===== config.mk =====
export PLATFORM = sky130hd
export DESIGN_NAME = skip_branch_or_instr_exec
export DESIGN_NICKNAME = d
export VERILOG_FILES = /design/src/hw/exec_pkg.sv /design/src/hw/exec_alu.sv /design/src/hw/skip_branch_or_instr_exec.sv
export SDC_FILE = /design/constraint.sdc
export NUM_CORES = 1
export LEC_CHECK = 0
export ABC_AREA = 1
export BUFFER_PORTS_ARGS = -buffer_cell sky130_fd_sc_hd__buf_2
export CORE_MARGIN = 3
export CORE_UTILIZATION = 30
export DETAILED_ROUTE_END_ITERATION = 6
export HOLD_SLACK_MARGIN = 0.02
export PLACE_DENSITY = 0.59
export SLEW_MARGIN = 40
export SYNTH_ARGS = -nofsm -noshare
export SYNTH_HDL_FRONTEND = slang
export SYNTH_SLANG_ARGS = --single-unit

===== constraint.sdc =====
create_clock -name MCLK_IN -period 4.4 [get_ports MCLK_IN]
set_input_delay 0.88 -clock MCLK_IN [delete_from_list [all_inputs] [get_ports MCLK_IN]]
set_output_delay 0.88 -clock MCLK_IN [all_outputs]
set_load 0.1 [all_outputs]

===== src/hw/exec_pkg.sv =====
// Purpose: shared constants and types for the skip, branch and literal execution slice
// Assumes: 16-bit instruction words, 8-bit data, four clock phases per instruction cycle
// Notes:   opcodes are matched on the leading bits named by each constant
package exec_pkg;

  // widths
  localparam int DATA_W  = 8;
  localparam int WORD_W  = 16;
  localparam int BANK_W  = 4;
  localparam int FADDR_W = 12;
  localparam int PC_W    = 21;

  // phases inside one instruction cycle
  localparam logic [1:0] PH_Q1 = 2'h0;
  localparam logic [1:0] PH_Q2 = 2'h1;
  localparam logic [1:0] PH_Q3 = 2'h2;
  localparam logic [1:0] PH_Q4 = 2'h3;

  // opcode fields, upper six bits of file-register forms
  localparam logic [5:0] OP6_DEC_SKIP_ZERO    = 6'h0B;
  localparam logic [5:0] OP6_INC_SKIP_ZERO    = 6'h0F;
  localparam logic [5:0] OP6_DEC_SKIP_NONZERO = 6'h13;
  localparam logic [5:0] OP6_INC_SKIP_NONZERO = 6'h12;
  localparam logic [5:0] OP6_INCREMENT        = 6'h0A;

  // literal and long forms
  localparam logic [7:0]  OP8_FAR_JUMP   = 8'hEF;
  localparam logic [7:0]  OP8_OR_LITERAL = 8'h09;
  localparam logic [15:0] OP16_DEC_ADJ   = 16'h0007;

  // first words of the other two-word instructions
  localparam logic [3:0] OP4_MOVE_FILE = 4'hC;
  localparam logic [6:0] OP7_CALL      = 7'h76;
  localparam logic [7:0] OP8_LOAD_PTR  = 8'hEE;

  // operand bit positions and meanings
  localparam int         BIT_DEST     = 9;
  localparam int         BIT_BANK     = 8;
  localparam int         BIT_ACC_HALF = 7;
  localparam logic       DEST_ACCUM   = 1'b0;
  localparam logic       BANK_FIXED   = 1'b0;
  localparam logic [3:0] ACC_LO_BANK  = 4'h0;
  localparam logic [3:0] ACC_HI_BANK  = 4'hF;

  // far jump literal split
  localparam int JUMP_LO_W = 8;
  localparam int JUMP_HI_W = 12;

  // decimal adjust
  localparam logic [3:0] DADJ_LIMIT = 4'h9;
  localparam logic [3:0] DADJ_STEP  = 4'h6;

  // idle cycles after a taken skip
  localparam logic [1:0] SKIP_IDLE_ONE = 2'h1;
  localparam logic [1:0] SKIP_IDLE_TWO = 2'h2;

  // reset values
  localparam logic [7:0] ACCUM_RESET = 8'h00;

  typedef enum logic [2:0] {
    ALU_NONE,
    ALU_INC,
    ALU_DEC,
    ALU_OR,
    ALU_DADJ
  } alu_op_t;

  typedef enum logic [1:0] {
    ST_EXEC,
    ST_SKIP_IDLE,
    ST_JUMP_IDLE
  } exec_state_t;

endpackage : exec_pkg


===== src/hw/exec_alu.sv =====
// Purpose: combinational data path for increment, decrement, literal OR and decimal adjust
// Assumes: caller registers the outputs in the compute phase
// Notes:   negative and zero come from every op, carry from increment and decimal adjust, the others from increment only; the caller picks which to commit
`timescale 1ns/10ps
module exec_alu #(
  parameter int W = 8
) (
  input  wire exec_pkg::alu_op_t op_in,
  input  wire logic [W-1:0]      opnd_in,
  input  wire logic [W-1:0]      accum_in,
  input  wire logic [W-1:0]      lit_in,
  input  wire logic              carry_in,
  input  wire logic              ncarry_in,
  output logic      [W-1:0]      res_out,
  output logic                   carry_out,
  output logic                   ncarry_out,
  output logic                   neg_out,
  output logic                   ovf_out,
  output logic                   zero_out
);

  // one op per cycle, chosen by the decoder
  always_comb begin
    logic [W:0] sum;
    logic [4:0] low;
    logic [W:0] adj;
    sum        = '0;
    low        = '0;
    adj        = '0;
    res_out    = opnd_in;
    carry_out  = carry_in;
    ncarry_out = ncarry_in;
    ovf_out    = 1'b0;
    unique case (op_in)
      exec_pkg::ALU_INC: begin
        sum        = {1'b0, opnd_in} + {{W{1'b0}}, 1'b1};
        res_out    = sum[W-1:0];
        carry_out  = sum[W];
        ncarry_out = (opnd_in[3:0] == 4'hF);
        ovf_out    = ~opnd_in[W-1] & sum[W-1];
      end
      exec_pkg::ALU_DEC: begin
        res_out = opnd_in - {{(W-1){1'b0}}, 1'b1};
      end
      exec_pkg::ALU_OR: begin
        res_out = accum_in | lit_in;
      end
      exec_pkg::ALU_DADJ: begin
        // low digit first, its carry ripples into the high digit
        low = {1'b0, accum_in[3:0]};
        if (accum_in[3:0] > exec_pkg::DADJ_LIMIT || ncarry_in) begin
          low = low + {1'b0, exec_pkg::DADJ_STEP};
        end
        adj = {1'b0, accum_in[W-1:4], 4'h0} + {{(W-4){1'b0}}, low};
        if (adj[W-1:4] > exec_pkg::DADJ_LIMIT || carry_in) begin
          adj = adj + {1'b0, exec_pkg::DADJ_STEP, 4'h0};
        end
        res_out   = adj[W-1:0];
        carry_out = adj[W] | carry_in;
      end
      default: begin
        res_out = opnd_in;
      end
    endcase
    neg_out  = res_out[W-1];
    zero_out = (res_out == '0);
  end

endmodule : exec_alu


===== src/hw/skip_branch_or_instr_exec.sv =====
// Purpose: execution of the skip, far jump, increment, literal OR and decimal adjust instructions
// Assumes: fetch holds the current word and the prefetched next word steady for a whole cycle
// Notes:   one instruction cycle is four clocks, phases Q1 to Q4 in turn from reset
//
// Summary of operation
// - a taken skip drops the fetched next word and runs one idle cycle instead.
// - a taken skip over a two-word instruction inserts two idle cycles, three in total.
// - decrement-skip-on-nonzero decrements and skips only when the result is not zero.
// - increment-skip-on-zero increments, stores at destination, skips when the result is zero.
// - increment-skip-on-nonzero increments, skips on nonzero result, leaves all flags alone.
// - destination bit 0 sends the result to the accumulator, 1 back to the file.
// - bank bit 0 uses the fixed quick-access bank, 1 uses the bank pointer.
// - far jump loads its 20-bit literal into program counter bits 20 to 1.
// - far jump takes two words, two cycles; counter written after the first cycle.
// - OR-literal ORs an eight-bit literal into the accumulator, updates negative and zero.
// - decimal adjust adds six per digit above nine or with its carry, sets carry.
`timescale 1ns/10ps
module skip_branch_or_instr_exec #(
  parameter int DATA_W = exec_pkg::DATA_W
) (
  input  wire logic                       MCLK_IN,
  input  wire logic                       RESETN_IN,
  input  wire logic [exec_pkg::WORD_W-1:0] INSTR_IN,
  input  wire logic [exec_pkg::WORD_W-1:0] NEXT_WORD_IN,
  input  wire logic [exec_pkg::BANK_W-1:0] BANK_PTR_IN,
  input  wire logic [DATA_W-1:0]          REG_RDATA_IN,
  output logic      [exec_pkg::FADDR_W-1:0] REG_ADDR_OUT,
  output logic                            REG_RD_EN_OUT,
  output logic                            REG_WR_EN_OUT,
  output logic      [DATA_W-1:0]          REG_WDATA_OUT,
  output logic      [exec_pkg::PC_W-1:0]  PC_TARGET_OUT,
  output logic                            PC_LOAD_OUT,
  output logic                            WORD_DONE_OUT,
  output logic                            DISCARD_OUT,
  output logic                            UNHANDLED_OUT,
  output logic      [1:0]                 PHASE_OUT,
  output logic      [DATA_W-1:0]          ACCUM_OUT,
  output logic                            CARRY_FLAG_OUT,
  output logic                            NIBBLE_CARRY_FLAG_OUT,
  output logic                            NEG_FLAG_OUT,
  output logic                            OVF_FLAG_OUT,
  output logic                            ZERO_FLAG_OUT
);

  // sequencing state
  logic [1:0]                     phase_q,    phase_d;
  exec_pkg::exec_state_t          state_q,    state_d;
  logic [1:0]                     idle_left_q, idle_left_d;

  // instruction and data path registers
  logic [exec_pkg::WORD_W-1:0]    instr_q,    instr_d;
  logic [exec_pkg::FADDR_W-1:0]   addr_q,     addr_d;
  logic [DATA_W-1:0]              opnd_q,     opnd_d;
  logic [DATA_W-1:0]              result_q,   result_d;
  logic [exec_pkg::PC_W-1:0]      target_q,   target_d;
  logic [DATA_W-1:0]              accum_q,    accum_d;

  // status flags and the values computed for them in Q3
  logic                           carry_q,    carry_d;
  logic                           ncarry_q,   ncarry_d;
  logic                           neg_q,      neg_d;
  logic                           ovf_q,      ovf_d;
  logic                           zero_q,     zero_d;
  logic                           p_carry_q,  p_carry_d;
  logic                           p_ncarry_q, p_ncarry_d;
  logic                           p_neg_q,    p_neg_d;
  logic                           p_ovf_q,    p_ovf_d;
  logic                           p_zero_q,   p_zero_d;

  // decode of the word held since Q1
  logic                           is_dsz, is_isz, is_dsnz, is_isnz, is_inc;
  logic                           is_jump, is_orlit, is_dadj;
  logic                           is_file, is_skip_op, to_file, executing;
  logic                           next_two_word, skip_taken;
  exec_pkg::alu_op_t              alu_op;
  logic [DATA_W-1:0]              alu_res;
  logic                           alu_c, alu_dc, alu_n, alu_ov, alu_z;
  logic [exec_pkg::BANK_W-1:0]    bank_sel;

  // opcode decode from the latched word
  always_comb begin
    is_dsz     = (instr_q[15:10] == exec_pkg::OP6_DEC_SKIP_ZERO);
    is_dsnz    = (instr_q[15:10] == exec_pkg::OP6_DEC_SKIP_NONZERO);
    is_isz     = (instr_q[15:10] == exec_pkg::OP6_INC_SKIP_ZERO);
    is_isnz    = (instr_q[15:10] == exec_pkg::OP6_INC_SKIP_NONZERO);
    is_inc     = (instr_q[15:10] == exec_pkg::OP6_INCREMENT);
    is_jump    = (instr_q[15:8] == exec_pkg::OP8_FAR_JUMP);
    is_orlit   = (instr_q[15:8] == exec_pkg::OP8_OR_LITERAL);
    is_dadj    = (instr_q == exec_pkg::OP16_DEC_ADJ);
    is_skip_op = is_dsz | is_dsnz | is_isz | is_isnz;
    is_file    = is_skip_op | is_inc;
    to_file    = (instr_q[exec_pkg::BIT_DEST] != exec_pkg::DEST_ACCUM);
    executing  = (state_q == exec_pkg::ST_EXEC);
    if (is_dsz || is_dsnz) begin
      alu_op = exec_pkg::ALU_DEC;
    end else if (is_isz || is_isnz || is_inc) begin
      alu_op = exec_pkg::ALU_INC;
    end else if (is_orlit) begin
      alu_op = exec_pkg::ALU_OR;
    end else if (is_dadj) begin
      alu_op = exec_pkg::ALU_DADJ;
    end else begin
      alu_op = exec_pkg::ALU_NONE;
    end
  end

  // bank choice for the incoming word and the shape of the prefetched word
  always_comb begin
    if (INSTR_IN[exec_pkg::BIT_BANK] == exec_pkg::BANK_FIXED) begin
      bank_sel = INSTR_IN[exec_pkg::BIT_ACC_HALF] ? exec_pkg::ACC_HI_BANK : exec_pkg::ACC_LO_BANK;
    end else begin
      bank_sel = BANK_PTR_IN;
    end
    next_two_word = (NEXT_WORD_IN[15:12] == exec_pkg::OP4_MOVE_FILE)
                  | (NEXT_WORD_IN[15:9]  == exec_pkg::OP7_CALL)
                  | (NEXT_WORD_IN[15:8]  == exec_pkg::OP8_LOAD_PTR)
                  | (NEXT_WORD_IN[15:8]  == exec_pkg::OP8_FAR_JUMP);
    skip_taken = ((is_dsz || is_isz) && (result_q == '0))
               | ((is_dsnz || is_isnz) && (result_q != '0));
  end

  exec_alu #(
    .W (DATA_W)
  ) u_alu (
    .op_in      (alu_op),
    .opnd_in    (opnd_q),
    .accum_in   (accum_q),
    .lit_in     (instr_q[7:0]),
    .carry_in   (carry_q),
    .ncarry_in  (ncarry_q),
    .res_out    (alu_res),
    .carry_out  (alu_c),
    .ncarry_out (alu_dc),
    .neg_out    (alu_n),
    .ovf_out    (alu_ov),
    .zero_out   (alu_z)
  );

  // next values of the sequencer, data path and flags
  always_comb begin
    phase_d     = phase_q + 2'h1;
    state_d     = state_q;
    idle_left_d = idle_left_q;
    instr_d     = instr_q;
    addr_d      = addr_q;
    opnd_d      = opnd_q;
    result_d    = result_q;
    target_d    = target_q;
    accum_d     = accum_q;
    carry_d     = carry_q;
    ncarry_d    = ncarry_q;
    neg_d       = neg_q;
    ovf_d       = ovf_q;
    zero_d      = zero_q;
    p_carry_d   = p_carry_q;
    p_ncarry_d  = p_ncarry_q;
    p_neg_d     = p_neg_q;
    p_ovf_d     = p_ovf_q;
    p_zero_d    = p_zero_q;
    unique case (phase_q)
      exec_pkg::PH_Q1: begin
        // decode: capture the word and its file address
        if (executing) begin
          instr_d = INSTR_IN;
          addr_d  = {bank_sel, INSTR_IN[7:0]};
        end
      end
      exec_pkg::PH_Q2: begin
        if (executing && is_file) begin
          opnd_d = REG_RDATA_IN;
        end
      end
      exec_pkg::PH_Q3: begin
        if (executing) begin
          result_d   = alu_res;
          p_carry_d  = alu_c;
          p_ncarry_d = alu_dc;
          p_neg_d    = alu_n;
          p_ovf_d    = alu_ov;
          p_zero_d   = alu_z;
          // low eight from the first word, upper twelve from the second
          target_d   = {NEXT_WORD_IN[exec_pkg::JUMP_HI_W-1:0], instr_q[exec_pkg::JUMP_LO_W-1:0], 1'b0};
        end
      end
      exec_pkg::PH_Q4: begin
        if (executing) begin
          if (is_file && !to_file) begin
            accum_d = result_q;
          end
          if (is_orlit || is_dadj) begin
            accum_d = result_q;
          end
          if (is_inc) begin
            carry_d  = p_carry_q;
            ncarry_d = p_ncarry_q;
            neg_d    = p_neg_q;
            ovf_d    = p_ovf_q;
            zero_d   = p_zero_q;
          end
          if (is_orlit) begin
            neg_d  = p_neg_q;
            zero_d = p_zero_q;
          end
          if (is_dadj) begin
            carry_d = p_carry_q;
          end
          if (is_skip_op && skip_taken) begin
            state_d     = exec_pkg::ST_SKIP_IDLE;
            idle_left_d = next_two_word ? exec_pkg::SKIP_IDLE_TWO : exec_pkg::SKIP_IDLE_ONE;
          end
          if (is_jump) begin
            state_d = exec_pkg::ST_JUMP_IDLE;
          end
        end else if (state_q == exec_pkg::ST_SKIP_IDLE) begin
          idle_left_d = idle_left_q - 2'h1;
          if (idle_left_q == exec_pkg::SKIP_IDLE_ONE) begin
            state_d = exec_pkg::ST_EXEC;
          end
        end else begin
          state_d = exec_pkg::ST_EXEC;
        end
      end
      default: begin
        phase_d = exec_pkg::PH_Q1;
      end
    endcase
  end

  // registers, synchronous active-low reset
  always_ff @(posedge MCLK_IN) begin
    if (!RESETN_IN) begin
      phase_q     <= exec_pkg::PH_Q1;
      state_q     <= exec_pkg::ST_EXEC;
      idle_left_q <= 2'h0;
      instr_q     <= 16'h0000;
      addr_q      <= 12'h000;
      opnd_q      <= '0;
      result_q    <= '0;
      target_q    <= '0;
      accum_q     <= exec_pkg::ACCUM_RESET;
      carry_q     <= 1'b0;
      ncarry_q    <= 1'b0;
      neg_q       <= 1'b0;
      ovf_q       <= 1'b0;
      zero_q      <= 1'b0;
      p_carry_q   <= 1'b0;
      p_ncarry_q  <= 1'b0;
      p_neg_q     <= 1'b0;
      p_ovf_q     <= 1'b0;
      p_zero_q    <= 1'b0;
    end else begin
      phase_q     <= phase_d;
      state_q     <= state_d;
      idle_left_q <= idle_left_d;
      instr_q     <= instr_d;
      addr_q      <= addr_d;
      opnd_q      <= opnd_d;
      result_q    <= result_d;
      target_q    <= target_d;
      accum_q     <= accum_d;
      carry_q     <= carry_d;
      ncarry_q    <= ncarry_d;
      neg_q       <= neg_d;
      ovf_q       <= ovf_d;
      zero_q      <= zero_d;
      p_carry_q   <= p_carry_d;
      p_ncarry_q  <= p_ncarry_d;
      p_neg_q     <= p_neg_d;
      p_ovf_q     <= p_ovf_d;
      p_zero_q    <= p_zero_d;
    end
  end

  // strobes toward register file, counter and fetch
  always_comb begin
    REG_RD_EN_OUT = executing && is_file && (phase_q == exec_pkg::PH_Q2);
    REG_WR_EN_OUT = executing && is_file && to_file && (phase_q == exec_pkg::PH_Q4);
    PC_LOAD_OUT   = executing && is_jump && (phase_q == exec_pkg::PH_Q4);
    WORD_DONE_OUT = (phase_q == exec_pkg::PH_Q4);
    DISCARD_OUT   = !executing && (phase_q == exec_pkg::PH_Q4);
    UNHANDLED_OUT = executing && (phase_q != exec_pkg::PH_Q1) && (alu_op == exec_pkg::ALU_NONE) && !is_jump;
  end

  // data outputs straight from flip-flops
  assign REG_ADDR_OUT          = addr_q;
  assign REG_WDATA_OUT         = result_q;
  assign PC_TARGET_OUT         = target_q;
  assign PHASE_OUT             = phase_q;
  assign ACCUM_OUT             = accum_q;
  assign CARRY_FLAG_OUT        = carry_q;
  assign NIBBLE_CARRY_FLAG_OUT = ncarry_q;
  assign NEG_FLAG_OUT          = neg_q;
  assign OVF_FLAG_OUT          = ovf_q;
  assign ZERO_FLAG_OUT         = zero_q;

endmodule : skip_branch_or_instr_exec


=== Word level (Yosys, flattened, before mapping) ===
Cells that the tools add are included.
W data, S select, Z words.

* Add/sub/neg operators: 7
* Reduce and logical (&&, ||, !) cells: 45
* Muxes and demuxes: 31
* Order comparisons: 2
* Bitwise operators: 12
* Equal/unequal tests: 25

{| class="wikitable"
|+ Operators with widths
! cell !! number
|-
| $pmux W8 S4 || 1
|-
| $eq A8 B8 Y1 const B || 3
|-
| $eq A6 B4 Y1 const B || 3
|-
| $mux W2 || 9
|-
| $mux W9 || 2
|-
| $reduce_and A3 Y1 || 6
|-
| $eq A16 B3 Y1 const B || 1
|-
| $logic_not A8 Y1 || 2
|-
| $mux W8 || 2
|-
| $logic_and A1 B1 Y1 || 14
|-
| $eq A6 B5 Y1 const B || 2
|-
| $mux W3 || 4
|-
| $mux W5 || 2
|-
| $reduce_bool A2 Y1 || 5
|-
| $add A8 B1 Y9 const B || 1
|-
| $add A8 B5 Y9 || 1
|-
| $add A9 B7 Y9 const B || 1
|-
| $or A1 B1 Y1 || 9
|-
| $eq A4 B4 Y1 const B || 2
|-
| $eq A8 B4 Y1 const B || 1
|-
| $gt A4 B4 Y1 const B || 2
|-
| $logic_or A1 B1 Y1 || 8
|-
| $mux W1 || 8
|-
| $mux W4 || 2
|-
| 21 further kinds || 31
|}

* Output and inout port bits: 62
* Bits of input ports: 46
* Word-level logic and storage cells: 141
* Register bits: 88

=== Depth between registers and ports, before layout ===
* Depth in word-level cells: 14
* Mapped depth: 16
* Mapped depth without buffers: 16

=== Cells and area by module ===
From an unflattened synthesis, not the netlist that was laid out.

* Cell total of the unflattened synthesis: 674
* Area, all modules: 4446.8 um2

{| class="wikitable"
|+ Modules (own cells, without submodules)
! module !! sequential area each (um2) !! instances !! area each (um2) !! cells each
|-
| skip_branch_or_instr_exec || 1601.5 || 1 || 3428.3 || 465
|-
| exec_alu || 0.0 || 1 || 1018.5 || 209
|}

=== Worst setup path before layout ===
Ideal clock, no wire load.

* Kind: flip-flop to output port
* Start: register phase_q[0], in the netlist PHASE_OUT[0]
* End: output port PC_LOAD_OUT
* Path buffers: 0
* Data arrival time: 4.351 ns
* Stages on the path, launching flop included: 4
* Path slack: -0.831 ns
* Required time: 3.520 ns
* Cells stage by stage: dfxtp_1 -> ha_1 -> inv_1 -> nor3_1

* Cells in the longest elaborated chain, start to end: 2

{| class="wikitable"
|+ Ends and longest elaborated chain
! element !! line !! RTL
|-
| from (decl) || skip_branch_or_instr_exec.sv:46 || <nowiki>logic [1:0] phase_q, phase_d;</nowiki>
|-
| from (signal assigned) || skip_branch_or_instr_exec.sv:232 || <nowiki>phase_q <= exec_pkg::PH_Q1;</nowiki>
|-
| from (signal assigned) || skip_branch_or_instr_exec.sv:252 || <nowiki>phase_q <= phase_d;</nowiki>
|-
| $eq A2 B2 Y1 || - ||
|-
| via WORD_DONE_OUT || skip_branch_or_instr_exec.sv:33 || <nowiki>output logic WORD_DONE_OUT,</nowiki>
|-
| $logic_and A1 B1 Y1 || skip_branch_or_instr_exec.sv:278 || <nowiki>PC_LOAD_OUT = executing && is_jump && (phase_q == exec_pkg::PH_Q4);</nowiki>
|-
| to (decl) || skip_branch_or_instr_exec.sv:32 || <nowiki>output logic PC_LOAD_OUT,</nowiki>
|}

The timed path passes the listed nets, and every way through them passes these cells.

=== Worst setup path after layout ===
* Start: register instr_q[11] (netlist name)
* End: output port REG_RD_EN_OUT

* Cells in the longest elaborated chain, start to end: 7
* Elaborated cells on any way between the ends: 11
* Classes of those cells: 5 x eq/ne; 4 x bitwise; 2 x reduce/logical

{| class="wikitable"
|+ Ends and longest elaborated chain
! element !! line !! RTL
|-
| from (decl) || skip_branch_or_instr_exec.sv:51 || <nowiki>logic [exec_pkg::WORD_W-1:0] instr_q, instr_d;</nowiki>
|-
| from (signal assigned) || skip_branch_or_instr_exec.sv:255 || <nowiki>instr_q <= instr_d;</nowiki>
|-
| $eq A6 B4 Y1 or $eq A6 B5 Y1 (tied branches) || skip_branch_or_instr_exec.sv:82, skip_branch_or_instr_exec.sv:83 ||
|-
| $or A1 B1 Y1 (3 in a row) || skip_branch_or_instr_exec.sv:90 || <nowiki>is_skip_op = is_dsz | is_dsnz | is_isz | is_isnz;</nowiki>
|-
| $or A1 B1 Y1 * || skip_branch_or_instr_exec.sv:91 || <nowiki>is_file = is_skip_op | is_inc;</nowiki>
|-
| $logic_and A1 B1 Y1 * (2 in a row) || skip_branch_or_instr_exec.sv:276 || <nowiki>REG_RD_EN_OUT = executing && is_file && (phase_q == exec_pkg::PH_Q2);</nowiki>
|-
| to (decl) || skip_branch_or_instr_exec.sv:28 || <nowiki>output logic REG_RD_EN_OUT,</nowiki>
|}

Mark *: on every way between the ends. The rest lies on a longest branch, timed or not.

==> results.md <==
* Slew @ Worst Pin at about 0.52 ns
* Hold Path Class: reg -> reg
* Syn Nets at 679
* CTS Buffer Depth at 2
* Combinational share of power at 27.6%
* WS Path Type: reg -> out
* Share of layout cells above drive strength 1 at between 20% and 30%
* Power Internal at about 0.0013 W
* DRC violations left at 0
* Port buffer count at 106
* WP buf/inv at 3
* Tot Pwr at roughly 0.0022 W
* Fin area at 5090 um^2
* Largest net degree at the start of global routing at 43
* Sw Share at 38.6%
* Critical Path Max Stage Delay at 0.43 ns
* Net Sw Power at 0.000832 W
* Via count at between 4,000 and 5,000
* Post-CTS setup buffers at 0
* Crit start category: flip-flop
* FF-to-FF path depth at 14
* Fmax at 329 MHz
* Hold Crit Depth at 2
* Final-stage net count at 770
* GPL Wtd Cong at slightly below 0.9
* FF-to-FF End: p_zero_q
* Setup_tns at 0 ns
* Die X at 124 um
* Period minus WS final at 3.04 ns
* Synth area leaders: dfxtp_1 (38%), nor2_1 (11%), o21ai_0 (8.5%)
* P per Cell Area at around 420 nW/um^2
* Commonest non-fill, non-tap cell in the layout: nor2_1
* Yosys cell types at 37
* Reg2reg start: ACCUM_OUT[3]
* Total CTS buffers at 9
* Fin util at a little under two fifths
* FF-to-FF setup slack at 2.27 ns
* Synth Area per Inst at 6.71 um^2
* Final hold vios at 0
* Top cell type's share of synthesized area at 37.9%
* Worst slack, placed at 1.72 ns
* Max_cap viols at 0
* Final Skew at roughly 0.0079 ns
* VDD IR max at 199 uV
* Core Footprint at approximately 13,000 um^2
* Clk sinks at a little under 80
* Required time worst endpoint at 3.52 ns
* Flop pwr share at 37.8%
* Outcome: complete, no violations
* Num rows at 42
* Slew margin rel. at 64.9%
* TritonCTS clock tree: built
* DR pass1 iterations at 5
* Most frequent cells in the layout: nor2_1 (123), buf_2 (106), nand2_1 (93), dfxtp_1 (79), o21ai_0 (71)
* Drt via density at 4.61
* Crit path max fanout at 17
* Crit path cell chain: inv_1 > nor2_1 > nand3_2 > nand3_2 > nand2_1 > inv_1 > buf_2
* Hold Path End: CARRY_FLAG_OUT
* Gr ovfl total at 0
* First-pass GRT wire length at between 15 and 20 mm
* Yosys reg bits at ~80
* Ports at 108
* Skew-Pair Late Insertion Delay at ~0.34 ns
* Crit end category: output pin
* Synth-to-layout area growth at 22.1%
* WL per Instance at 13.8 um
* Dominant cell type by area after synthesis: dfxtp_1
* Sequential fraction of the synthesis area at a little under two fifths
* Post-cts sizing count at 0
* Number of global-route vias before repair at 3,898
* Slew Viols, Final at 0
* Total Routing Usage GR at 16.6%
* DRT iter0 DRCs at 239
* Clock Tree Root: clkbuf_16
* Die area at between 15,000 and 20,000 um^2
* ANT nets after route at 0
* Crit path max-delay cell type: buf_2
* H-tree depth at 3
* Mapped Area at 4170 um^2
* Clock power share at 34.6%
* Post-DP Area at 4790 um^2
* Initial core utilization at 31.1%
* RSZ-0062 raised after global routing: false
* Hold buffers post-CTS at 0
* YS warnings at 0
* DP Wirelength at 9.47 mm
* Cell family with most CP delay: simple AND/OR/NAND/NOR gates
* Wirelength, routed at 12.3 mm
* ANT cells at 0
* Clock transition at the registers of the reported paths at 0.06 ns
* Endpoints failing setup at 0
* Die H at 124 um
* Final period util at 69.0%
* Arr. time, crit path at 2.16 ns
* Leakage dissipation at 2.55 nW
* Setup slack after layout at 1.36 ns
* Hold_sp: p_carry_q
* Post-synthesis instance total at 621
* Initial antenna violation count at 0
-- cell families (layout without fill, tap and decap cells) --
family,count (synthesis),after routing,synth area share [%]
adders and majority gates,12,12,3.60
and+or+nand+nor,287,287,29.8
xor gates and xnor gates,4,4,0.841
AOI/OAI and AO/OA,135,135,17.1
DFF,79,79,37.9
other,1,1,0.0900
buffers and inverters,103,199,10.6
-- cell type report --
class | instances | area (um^2)
Tap cell | 176 | 220
Multi-Input combinational cell | 439 | 2160
Clock inverter | 6 | 70.1
Fill cell | 1469 | 8310
Clock buffer | 10 | 229
Inverter | 74 | 278
Sequential cell | 79 | 1580
Timing Repair Buffer | 109 | 553
-- power by group through the flow --
stage	Combinational, W	Clock [W]	Sequential (W)
after floorplan	0.000291	0	0.00103
after global placement	0.000600	0	0.000829
after detailed placement	0.000600	0	0.000830
after CTS	0.000601	0.000769	0.000815
after global routing	0.000643	0.000803	0.000822
final	0.000597	0.000747	0.000815
-- sequential cells by signal, summed over array words and instances, names as in the netlist --
signal / cells
p_carry_q: 1
NEG_FLAG_OUT: 1
ZERO_FLAG_OUT: 1
REG_ADDR_OUT: 4
p_zero_q: 1
instr_q: 16
OVF_FLAG_OUT: 1
CARRY_FLAG_OUT: 1
NIBBLE_CARRY_FLAG_OUT: 1
PC_TARGET_OUT: 20
ACCUM_OUT: 8
p_ncarry_q: 1
idle_left_q: 2
opnd_q: 8
p_ovf_q: 1
REG_WDATA_OUT: 8
PHASE_OUT: 2
state_q: 2
-- metrics by stage --
stage | instances | hold slack (ns)
final | 893 | 0.465
after floorplan | 621 | 0.430
after global placement | 877 | 0.450
after CTS | 893 | 0.465
after global routing | 893 | 0.485
after detailed placement | 877 | 0.455
-- worst max-delay path by stage --
| stage | cells after the start | startpoint | endpoint |
|---|---|---|---|
| 4_1_cts | 7 | instr_q[11] | REG_RD_EN_OUT |
| 6_report | 7 | instr_q[11] | REG_RD_EN_OUT |
| 5_1_grt | 7 | instr_q[11] | REG_RD_EN_OUT |
| 3_3_place_gp | 7 | instr_q[11] | REG_RD_EN_OUT |
| 3_5_place_dp | 7 | instr_q[11] | REG_RD_EN_OUT |
| 2_1_floorplan | 3 | PHASE_OUT[0] | DISCARD_OUT |
-- synth_stat cells, drive strengths merged --
library cell  count
a211oi            1
a21boi            1
a21oi            40
a31oi             4
buf              15
clkbuf           14
clkinv            1
conb              1
dfxtp            79
ha               12
inv              73
nand2           102
nand3            32
nand3b            1
nand4             8
nor2            133
nor3              8
nor4              1
o211a             1
o211ai            5
o21ai            81
o21bai            1
o22ai             1
or2               2
xnor2             1
xor2              3
-- metal layers --
layer / share of wire [%] / GRT usage (%)
met5: 0 / 0
met1: 47 / 21.4
met4: 1.5 / 4.78
met2: 45 / 26.4
met3: 7.1 / 5.72
-- worst min-delay path: cells and delay by family (launching register included) --
kind | cells | cell delay, ns
flops | 1 | 0.29
compound gates | 1 | 0.06
buf+inv | 1 | 0.07
Power figures use the tool's default switching activity.
